`src/hw/tacs_defines.svh`:
```
// Functional notes
// - Eight-bit register index, zero after reset
// - Standby bit halts conversions when set
// - Soft reset restores registers, bit self-clears
// - Bus timeout applied only while bit is 0
// - Wide range encodes -64..191, else 0..255
// - Warn mask bit layout gates warn output
// - Overtemp mask bit layout gates overtemp output
// - High status bit set above high limit
// - Reading alert status clears, conversion sets again
// - Warn output cleared by read or response
// - Pending warning answers alert response query
// - Overtemp bit clears at or below limit minus four
// - Overtemp status flags temperature above limit
// - Diode fault status flags open or short
// - Low status flags temperature below low limit
// - Diode fault stores all ones, no alarm
`ifndef TACS_DEFINES_SVH
`define TACS_DEFINES_SVH

// Register offsets
`define TACS_OFS_CONFIG      8'h41
`define TACS_OFS_WARN_MASK   8'h42
`define TACS_OFS_OT_MASK     8'h43
`define TACS_OFS_HIGH_STAT   8'h44
`define TACS_OFS_OT_STAT     8'h45
`define TACS_OFS_FAULT_STAT  8'h46
`define TACS_OFS_LOW_STAT    8'h47

// Reset values
`define TACS_RST_INDEX       8'h00
`define TACS_RST_CONFIG      8'h00
`define TACS_RST_MASK        8'h00
`define TACS_RST_STAT        8'h00

// Configuration field positions
`define TACS_CFG_STANDBY     7
`define TACS_CFG_SOFT_RESET  6
`define TACS_CFG_TMO_DIS     5
`define TACS_CFG_WIDE_RANGE  1
`define TACS_CFG_WR_MASK     8'ha2

// Encoding and hysteresis
`define TACS_WIDE_OFFSET     10'sd64
`define TACS_CODE_MAX        10'sd255
`define TACS_OT_HYST         9'h004
`define TACS_FAULT_CODE      8'hff

// Channel numbering: 0 local, 1..7 remote
`define TACS_NUM_CH          8

`endif

```
`src/hw/tacs_pkg.sv`:
```
package tacs_pkg;

    // One finished conversion from the measurement engine
    typedef struct packed {
        logic              valid;     // One-cycle pulse
        logic [2:0]        chan;      // 0 local, 1..7 remote
        logic signed [9:0] temp;      // Whole degrees C
        logic              fault;     // Open or shorted diode
        logic [7:0]        high_lim;  // Encoded high warn limit
        logic [7:0]        low_lim;   // Encoded low warn limit
        logic [7:0]        ot_lim;    // Encoded overtemp limit
    } tacs_conv_t;

    // Register access decoded by the serial protocol engine
    typedef struct packed {
        logic       index_wr;  // Pulse: data is a new index
        logic       reg_wr;    // Pulse: data goes to indexed register
        logic       rd_done;   // Pulse: indexed read acknowledged
        logic       ara_done;  // Pulse: alert response completed
        logic [7:0] data;      // Write data
    } tacs_host_t;

    // Result handed back to the temperature store
    typedef struct packed {
        logic       wr;    // Pulse: store code for chan
        logic [2:0] chan;
        logic [7:0] code;  // Encoded temperature
    } tacs_result_t;

endpackage : tacs_pkg

```
`src/hw/tacs_regs.sv`:
```
`timescale 1ns/1ns
`default_nettype none
`include "tacs_defines.svh"

module tacs_regs #(
    parameter int NUM_CH = `TACS_NUM_CH  // Channel count
) (
    // Clock and reset
    input  wire logic                 clk_i,
    input  wire logic                 srst_i,
    // Protocol engine side
    input  wire tacs_pkg::tacs_host_t host_i,
    output logic [7:0]                reg_index_o,
    output logic [7:0]                rd_data_o,
    output logic                      timeout_en_o,
    output logic                      ara_pending_o,
    // Measurement engine side
    input  wire tacs_pkg::tacs_conv_t conv_i,
    output logic                      standby_o,
    output logic                      wide_range_o,
    output logic                      soft_reset_o,
    output tacs_pkg::tacs_result_t    result_o,
    // Open-drain alarm pins, enable high while pulling low
    output logic                      warn_irq_n_o,
    output logic                      warn_irq_n_oe_o,
    output logic                      overtemp_out_n_o,
    output logic                      overtemp_out_n_oe_o
);

    // Bit layout is fixed to eight channels
    if (NUM_CH != 8) begin : g_bad_ch
        $error("tacs_regs supports exactly eight channels");
    end

    // Register state
    logic [7:0] reg_index;    // Index pointer
    logic [7:0] config_q;     // Stored configuration bits
    logic [7:0] warn_mask;    // Warn output mask
    logic [7:0] ot_mask;      // Overtemp output mask
    logic [7:0] high_stat;    // High warn status
    logic [7:0] low_stat;     // Low warn status
    logic [7:0] ot_stat;      // Overtemp status
    logic [7:0] fault_stat;   // Diode fault status
    logic       warn_latch;   // Warn output latch
    logic       ot_drive;     // Overtemp pin pulled low
    logic       pin_level;    // Level driven onto both pins

    // Decoded events
    logic       soft_rst;     // Soft reset request this cycle
    logic       any_rst;      // Hardware or soft reset
    logic       cfg_wr;       // Configuration write
    logic       conv_ok;      // Conversion accepted
    logic       rd_high;      // High status read done
    logic       rd_low;       // Low status read done
    logic [7:0] code;         // Encoded temperature
    logic [7:0] hw_bit;       // One-hot in warn layout
    logic [7:0] ot_bit;       // One-hot in overtemp layout
    logic [7:0] high_set;     // High bits set now
    logic [7:0] low_set;      // Low bits set now
    logic [7:0] next_high;    // Next high status
    logic [7:0] next_low;     // Next low status

    // Warn layout: 7 remote 7, 6 local, 5..0 remote 6..1
    function automatic logic [7:0] warn_onehot(input logic [2:0] ch);
        logic [7:0] v;
        v = 8'h00;
        if (ch == 3'h0) begin
            v[6] = 1'b1;
        end else if (ch == 3'h7) begin
            v[7] = 1'b1;
        end else begin
            v[ch - 3'h1] = 1'b1;
        end
        return v;
    endfunction : warn_onehot

    // Overtemp layout: 7 local, 6..0 remote 7..1
    function automatic logic [7:0] ot_onehot(input logic [2:0] ch);
        logic [7:0] v;
        v = 8'h00;
        if (ch == 3'h0) begin
            v[7] = 1'b1;
        end else begin
            v[ch - 3'h1] = 1'b1;
        end
        return v;
    endfunction : ot_onehot

    // Clamp a temperature into the eight-bit code of the active range
    function automatic logic [7:0] encode(input logic signed [9:0] t,
                                          input logic wide);
        logic signed [9:0] s;
        s = wide ? (t + `TACS_WIDE_OFFSET) : t;
        if (s < 10'sd0) begin
            return 8'h00;
        end else if (s > `TACS_CODE_MAX) begin
            return 8'hff;
        end
        return s[7:0];
    endfunction : encode

    // Event decode
    always_comb begin
        cfg_wr   = host_i.reg_wr && (reg_index == `TACS_OFS_CONFIG);
        soft_rst = cfg_wr && host_i.data[`TACS_CFG_SOFT_RESET];
        any_rst  = srst_i || soft_rst;
        conv_ok  = conv_i.valid && !config_q[`TACS_CFG_STANDBY];
        rd_high  = host_i.rd_done && (reg_index == `TACS_OFS_HIGH_STAT);
        rd_low   = host_i.rd_done && (reg_index == `TACS_OFS_LOW_STAT);
        code     = encode(conv_i.temp, config_q[`TACS_CFG_WIDE_RANGE]);
        hw_bit   = warn_onehot(conv_i.chan);
        ot_bit   = ot_onehot(conv_i.chan);
    end

    // Index pointer; soft reset returns it to zero too
    always_ff @(posedge clk_i) begin
        if (any_rst) begin
            reg_index <= `TACS_RST_INDEX;
        end else if (host_i.index_wr) begin
            reg_index <= host_i.data;
        end
    end

    // Configuration; soft reset bit is never stored so it reads back 0
    always_ff @(posedge clk_i) begin
        if (any_rst) begin
            config_q <= `TACS_RST_CONFIG;
        end else if (cfg_wr) begin
            // Unused bits dropped in case the host breaks its promise
            config_q <= host_i.data & `TACS_CFG_WR_MASK;
        end
    end

    // Mask registers
    always_ff @(posedge clk_i) begin
        if (any_rst) begin
            warn_mask <= `TACS_RST_MASK;
            ot_mask   <= `TACS_RST_MASK;
        end else if (host_i.reg_wr) begin
            if (reg_index == `TACS_OFS_WARN_MASK) begin
                warn_mask <= host_i.data;
            end
            if (reg_index == `TACS_OFS_OT_MASK) begin
                ot_mask <= host_i.data;
            end
        end
    end

    // New high and low flags; masks play no part here
    always_comb begin
        high_set = 8'h00;
        low_set  = 8'h00;
        if (conv_ok && !conv_i.fault) begin
            if (code > conv_i.high_lim) begin
                high_set = hw_bit;
            end
            if (code < conv_i.low_lim) begin
                low_set = hw_bit;
            end
        end
        // A flag raised in the cycle of its read survives the clear
        next_high = (rd_high ? 8'h00 : high_stat) | high_set;
        next_low  = (rd_low ? 8'h00 : low_stat) | low_set;
    end

    // Warn status registers, cleared by reading them
    always_ff @(posedge clk_i) begin
        if (any_rst) begin
            high_stat <= `TACS_RST_STAT;
            low_stat  <= `TACS_RST_STAT;
        end else begin
            high_stat <= next_high;
            low_stat  <= next_low;
        end
    end

    // Overtemp status holds until the reading drops four degrees under
    // the limit; a raised limit is seen at the channel's next conversion
    always_ff @(posedge clk_i) begin
        if (any_rst) begin
            ot_stat <= `TACS_RST_STAT;
        end else if (conv_ok && !conv_i.fault) begin
            if (code > conv_i.ot_lim) begin
                ot_stat <= ot_stat | ot_bit;
            end else if ({1'b0, code} + `TACS_OT_HYST <= {1'b0, conv_i.ot_lim}) begin
                ot_stat <= ot_stat & ~ot_bit;
            end
        end
    end

    // Diode fault status follows the latest conversion of each remote channel
    always_ff @(posedge clk_i) begin
        if (any_rst) begin
            fault_stat <= `TACS_RST_STAT;
        end else if (conv_ok && (conv_i.chan != 3'h0)) begin
            if (conv_i.fault) begin
                fault_stat <= fault_stat | ot_bit;
            end else begin
                fault_stat <= fault_stat & ~ot_bit;
            end
        end
    end

    // Result to the temperature store; a faulty diode reads all ones
    always_ff @(posedge clk_i) begin
        if (any_rst) begin
            result_o <= '0;
        end else begin
            result_o.wr   <= conv_ok;
            result_o.chan <= conv_i.chan;
            result_o.code <= conv_i.fault ? `TACS_FAULT_CODE : code;
        end
    end

    // Warn latch: raised at conversion end by an unmasked flag, dropped
    // by a high or low status read or alert response even if the fault persists.
    // Masking all pending flags also drops it, so no masked flag holds the pin.
    always_ff @(posedge clk_i) begin
        if (any_rst) begin
            warn_latch <= 1'b0;
        end else if (|((high_set | low_set) & ~warn_mask)) begin
            warn_latch <= 1'b1;
        end else if (rd_high || rd_low || host_i.ara_done) begin
            warn_latch <= 1'b0;
        end else if (!(|((high_stat | low_stat) & ~warn_mask))) begin
            warn_latch <= 1'b0;
        end
    end

    // Overtemp pin tracks unmasked overtemp flags one cycle later
    always_ff @(posedge clk_i) begin
        if (any_rst) begin
            ot_drive <= 1'b0;
        end else begin
            ot_drive <= |(ot_stat & ~ot_mask);
        end
    end

    // Pins only ever pull low; the level flop keeps outputs registered
    always_ff @(posedge clk_i) begin
        pin_level <= 1'b0;
    end

    // Read data mirrors the indexed register, unmapped reads give zero
    always_ff @(posedge clk_i) begin
        if (any_rst) begin
            rd_data_o <= 8'h00;
        end else begin
            case (reg_index)
                `TACS_OFS_CONFIG:     rd_data_o <= config_q;
                `TACS_OFS_WARN_MASK:  rd_data_o <= warn_mask;
                `TACS_OFS_OT_MASK:    rd_data_o <= ot_mask;
                `TACS_OFS_HIGH_STAT:  rd_data_o <= high_stat;
                `TACS_OFS_OT_STAT:    rd_data_o <= ot_stat;
                `TACS_OFS_FAULT_STAT: rd_data_o <= fault_stat;
                `TACS_OFS_LOW_STAT:   rd_data_o <= low_stat;
                default:              rd_data_o <= 8'h00;
            endcase
        end
    end

    // Control outputs, registered copies of configuration state and of the soft reset write
    always_ff @(posedge clk_i) begin
        if (srst_i) begin
            standby_o    <= 1'b0;
            wide_range_o <= 1'b0;
            timeout_en_o <= 1'b1;
            soft_reset_o <= 1'b0;
        end else begin
            standby_o    <= config_q[`TACS_CFG_STANDBY];
            wide_range_o <= config_q[`TACS_CFG_WIDE_RANGE];
            timeout_en_o <= !config_q[`TACS_CFG_TMO_DIS];
            soft_reset_o <= soft_rst;
        end
    end

    // Pin and status outputs
    assign reg_index_o         = reg_index;
    assign ara_pending_o       = warn_latch;
    assign warn_irq_n_o        = pin_level;
    assign warn_irq_n_oe_o     = warn_latch;
    assign overtemp_out_n_o    = pin_level;
    assign overtemp_out_n_oe_o = ot_drive;
endmodule : tacs_regs
`default_nettype wire

```
`config.mk`:
```
export PLATFORM = sky130hd
export DESIGN_NAME = tacs_regs
export DESIGN_NICKNAME = d
export VERILOG_FILES = /design/src/hw/tacs_pkg.sv /design/src/hw/tacs_regs.sv
export VERILOG_INCLUDE_DIRS = /design/src /design/src/hw
export SDC_FILE = /design/constraint.sdc
export NUM_CORES = 1
export LEC_CHECK = 0
export BUFFER_PORTS_ARGS = -buffer_cell sky130_fd_sc_hd__buf_2
export CAP_MARGIN = 10
export CORE_ASPECT_RATIO = 1.25
export CORE_MARGIN = 2
export CORE_UTILIZATION = 45
export CTS_CLUSTER_SIZE = 24
export DETAILED_ROUTE_END_ITERATION = 10
export GPL_TIMING_DRIVEN = 0
export PLACE_DENSITY = 0.69
export SYNTH_ARGS = -nofsm -noshare
export SYNTH_HDL_FRONTEND = slang
export SYNTH_SLANG_ARGS = --single-unit
```
`constraint.sdc`:
```
create_clock -name clk_i -period 3.9 [get_ports clk_i]
set_clock_uncertainty 0.1 [all_clocks]
set_input_delay 0.78 -clock clk_i [delete_from_list [all_inputs] [get_ports clk_i]]
set_output_delay 0.78 -clock clk_i [all_outputs]
set_load 0.02 [all_outputs]
```
; Yosys cells after proc, flatten, opt, wreduce, memory -nomap -nowiden
; Cells that the tools add are included.
; W data, S select, Z words.
[totals]
reg_bits = 85
inputBits = 53
out_inout_bits = 37
word_cells = 104
[classes]
n_addsub = 3
n_lt_le_gt_ge = 8
n_eq_ne = 9
n_mux = 29
n_bitwise = 14
reduce_logical = 23
[op_table]
columns = operator, count
row1 = $mux W8, 13
row2 = $eq A8 B7 Y1 const B, 7
row3 = $pmux W8 S7, 1
row4 = $or A8 B8 Y8, 6
row5 = $and A8 B8 Y8, 5
row6 = $not A8 Y8, 3
row7 = $reduce_or A8 Y1, 3
row8 = $gt A8 B8 Y1, 2
row9 = $mux W7, 2
row10 = $add A10 B8 Y10 const B, 1
row11 = $gt A10 B9 Y1 const B, 1
row12 = $lt A10 B1 Y1 const B, 1
row13 = $mux W1, 10
row14 = $mux W10, 1
row15 = $add A8 B3 Y9 const B, 1
row16 = $le A9 B8 Y1, 1
row17 = $logic_and A1 B1 Y1, 8
row18 = $lt A8 B8 Y1, 1
row19 = $mux W6, 1
row20 = $reduce_and A2 Y1, 3
row21 = $lt A3 B4 Y1 const B, 1
row22 = $demux W1 S3, 1
row23 = $eq A3 B3 Y1 const B, 1
row24 = $ge A3 B1 Y1 const B, 1
row25 = 7 further kinds, 11

; Depth between registers and ports, before layout
[depth]
word_depth = 13
ltp_mapped = 15
depth_no_buf = 14

; Worst setup path after synthesis
; No wires, ideal clock.
[synth_timing]
kind = input port to flip-flop
start = in conv_i[31] in the netlist's numbering
end = reg (tool-made name)
setup_time_ns = 0.119
arrival_time_ns = 3.719
t_required_ns = 3.681
setup_slack_ns = -0.038
stages = 15
n_path_buf = 1
cell_sequence = ha_1 > nand2_2 > xnor2_1 > o21a_1 > ha_1 > nand3_1 > xnor2_1 > ha_1 > a21o_1 > a21oi_1 > nor2b_1 > a221oi_1 > or4_4 > buf_6 > o221a_1
[synth_lines]
columns = element, line_no
row1 = "start, declared", tacs_regs.sv:18  ; input wire tacs_pkg::tacs_conv_t conv_i,

==> flow_summary_export.csv <==
group,metric,value,unit
flow_run,drv_cap,0,
routing,final_antenna_net_count,0,
placement,hpwl,10.7,mm
power,leakage,2.53,nW
power,power.density,377,nW/um2
clock_network,cts_tree,"done",
clock_network,clock_latency,350,ps
clock_network,cts_hold_buf,0,
cells_and_area,diodes,0,
routing,wl_per_cell,16.7,um
power,power,2.18,mW
worst_hold_path,whs_endpoint,"timeout_en_o",
routing,dr.first_iter.drc_count,298,
synth,ys_async_sr_fraction,0,%
worst_hold_path,hold_class,"flip-flop to flip-flop",
sta,final.period_utilization,97.7,%
placement,place_ws,-478,ps
placement,place_congestion,0.945,
synth,ys_seq_area_share,35.6,%
die,die_y,119,um
cells_and_area,final_util,55.3,%
synth,synth-seq-cells,85,
setup_path,start_kind,"input port",
grt,grt_use_total,25.2,%
worst_hold_path,hp-start,"config_q[5]",
setup_path,cp.required,4040,ps
setup_path,end_kind,"flip-flop",
synth,synth.top_cells.by_area,"dfxtp_1, ha_1, nor2_1",
grt,grt_antenna_before_repair,0,
sta,finalHoldViolations,0,
clock_network,clockBufferDepth,2,
cells_and_area,final_nets,773,
synth,synth_cells,586,
synth,syn_area,4780,um2
cells_and_area,drive_gt1_share,20.3,%
clock_network,htreeDepth,3,
setup_path,critical_path_class,"input port to flip-flop",
power,ir_worst_vdd,0.174,mV
clock_network,cts_root_buf,"clkbuf_16",
sta,setup_viol,0,
sta,slew_headroom,28.1,%
die,dieWidth,96.2,um
grt,grt_pass1_wl,22.3,mm
routing,drt_wl_total,13.7,mm
grt,grt_overflow,0,
routing,drt_pre_antenna_iters,5,
sta,min_period,3810,ps
setup_path,crit-reg2reg-launch,"config_q[1]",
clock_network,cts_sinks,85,
cells_and_area,areaGrowthSynthToFinish,20.8,%
sta,fmax,263,MHz
synth,synth_cell_types,59,
grt,grt_max_degree,15,
clock_network,clkTransAtPathRegs,60,ps
synth,yosys_most_used_dff,"dfxtp_1",
die,core_area,10500,um2
synth,syn_area_per_cell,8.16,um2
placement,io_buffers,85,
die,dieArea,11500,um2
synth,yosys_warnings,0,
die,rows,42,
worst_hold_path,hold_depth,1,
sta,timing.final.ws_setup,90.8,ps
grt,grt_pass1_vias,4541,
die,start_util,45.8,%
sta,tightest_slew,1060,ps
setup_path,reg2reg_depth,15,
clock_network,numCtsBuffers,9,
setup_path,critPathArrivalTime,3950,ps
cells_and_area,n_fill_cell,1008,
routing,num_vias,4600,
status,outcome,"completed",
synth,ys_top_cells_by_count,"dfxtp_1, nor2_1, nand2_1, a21oi_1, inv_1",
routing,drc,0,
sta,tns,0,ps
setup_path,reg2reg_slack,280,ps
die,pin_count,90,
routing,avgViaCountPerCell,5.59,
synth,synth_edf_count,0,
synth,synth_top_cell_by_area,"dfxtp_1",
synth,synth_top_area_share,35.6,%
sta,drv_slew,0,
setup_path,crit_fanout,6,
[logic make-up after synthesis]
| logic type | share of synthesized area, % |
|---|---|
| AND/OR/NAND/NOR | 22.0 |
| AO/OA/AOI/OAI | 18.0 |
| flip-flops | 35.6 |
| buffers and inverters | 6.69 |
| adder cells (fa/ha/maj) | 8.89 |
| multiplexers | 7.01 |
| XOR/XNOR | 1.80 |
| other | 0.0784 |
[worst max path at each step]
stage	startpoint	to	slack [ps]	depth (start not counted)
floorplan	conv_i[31]	flip-flop	60	15
global placement	conv_i[31]	flip-flop	-400	16
detailed placement	conv_i[31]	flip-flop	-480	16
CTS	conv_i[31]	flip-flop	40	16
global route	conv_i[33]	flip-flop	-4	15
finish	conv_i[31]	flip-flop	90	16
[report_power, final]
group          internal (mW)  switching, mW
Combinational          0.137          0.217
Sequential             0.889         0.0116
Clock                  0.577          0.347
[what timing repair did]
item / in CTS / in global routing
hold endpoints to repair: 0 / 0
setup buffers: 1 / 2
setup endpoints to repair: 6 / 6
gates resized for setup: 4 / 4
pin swaps: 1 / 3
[area by class of cell]
cell class / count / area (um2) / area share [%]
buffer: 33 / 178 / 3.07
clock buffer: 10 / 239 / 4.14
clock inverter: 6 / 86.3 / 1.49
inverter: 38 / 143 / 2.47
multi-input combinational: 431 / 2820 / 48.8
sequential: 85 / 1700 / 29.4
tap: 132 / 165 / 2.86
timing repair buffer: 88 / 448 / 7.75
[per-layer routing]
layer	track usage (%)	vias to the layer above	routed length, um
met2	43.0	178	6930
met5	0	-	0
met4	12.2	0	431
li1	-	2251	-
met3	3.80	36	802
met1	30.2	2135	5570
[critical path, cell delays in order]
cell and delay, ps:
buf_2 140, ha_2 230, nand2_2 120, xnor2_4 230, o21a_4 200, ha_1 210
nand3_1 100, xnor2_1 140, ha_1 310, a21o_1 180, a21oi_1 180, nor2b_1 150
a221oi_1 110, or4_4 500, buf_6 150, o221a_1 230
[layout by cell type (no fill, tap or decap), drive strengths merged, types with 4 or more instances in the layout]
cell type and instances:
dfxtp 85, xnor2 4, a22oi 18, mux2i 20, a21o 8, a21oi 43, nand3 32, ha 34
inv 38, nor4 4, nand2b 9, nor3 9, and3 8, o21ai 18, o22ai 10, xor2 5
mux4 6, buf 107, o211a 5, nor2 86, nor2b 9, o21a 9, nand4 4, clkbuf 24
nand2 55
[through the flow]
stage / std cells / hold slack (ps) / area, um2
after floorplan: 587 / 282 / 4800
after global placement: 804 / 309 / 5390
after detailed placement: 804 / 308 / 5390
after CTS: 821 / 323 / 5740
after global routing: 823 / 343 / 5780
final: 823 / 315 / 5780
No activity file was read; power rests on OpenSTA's default activity.
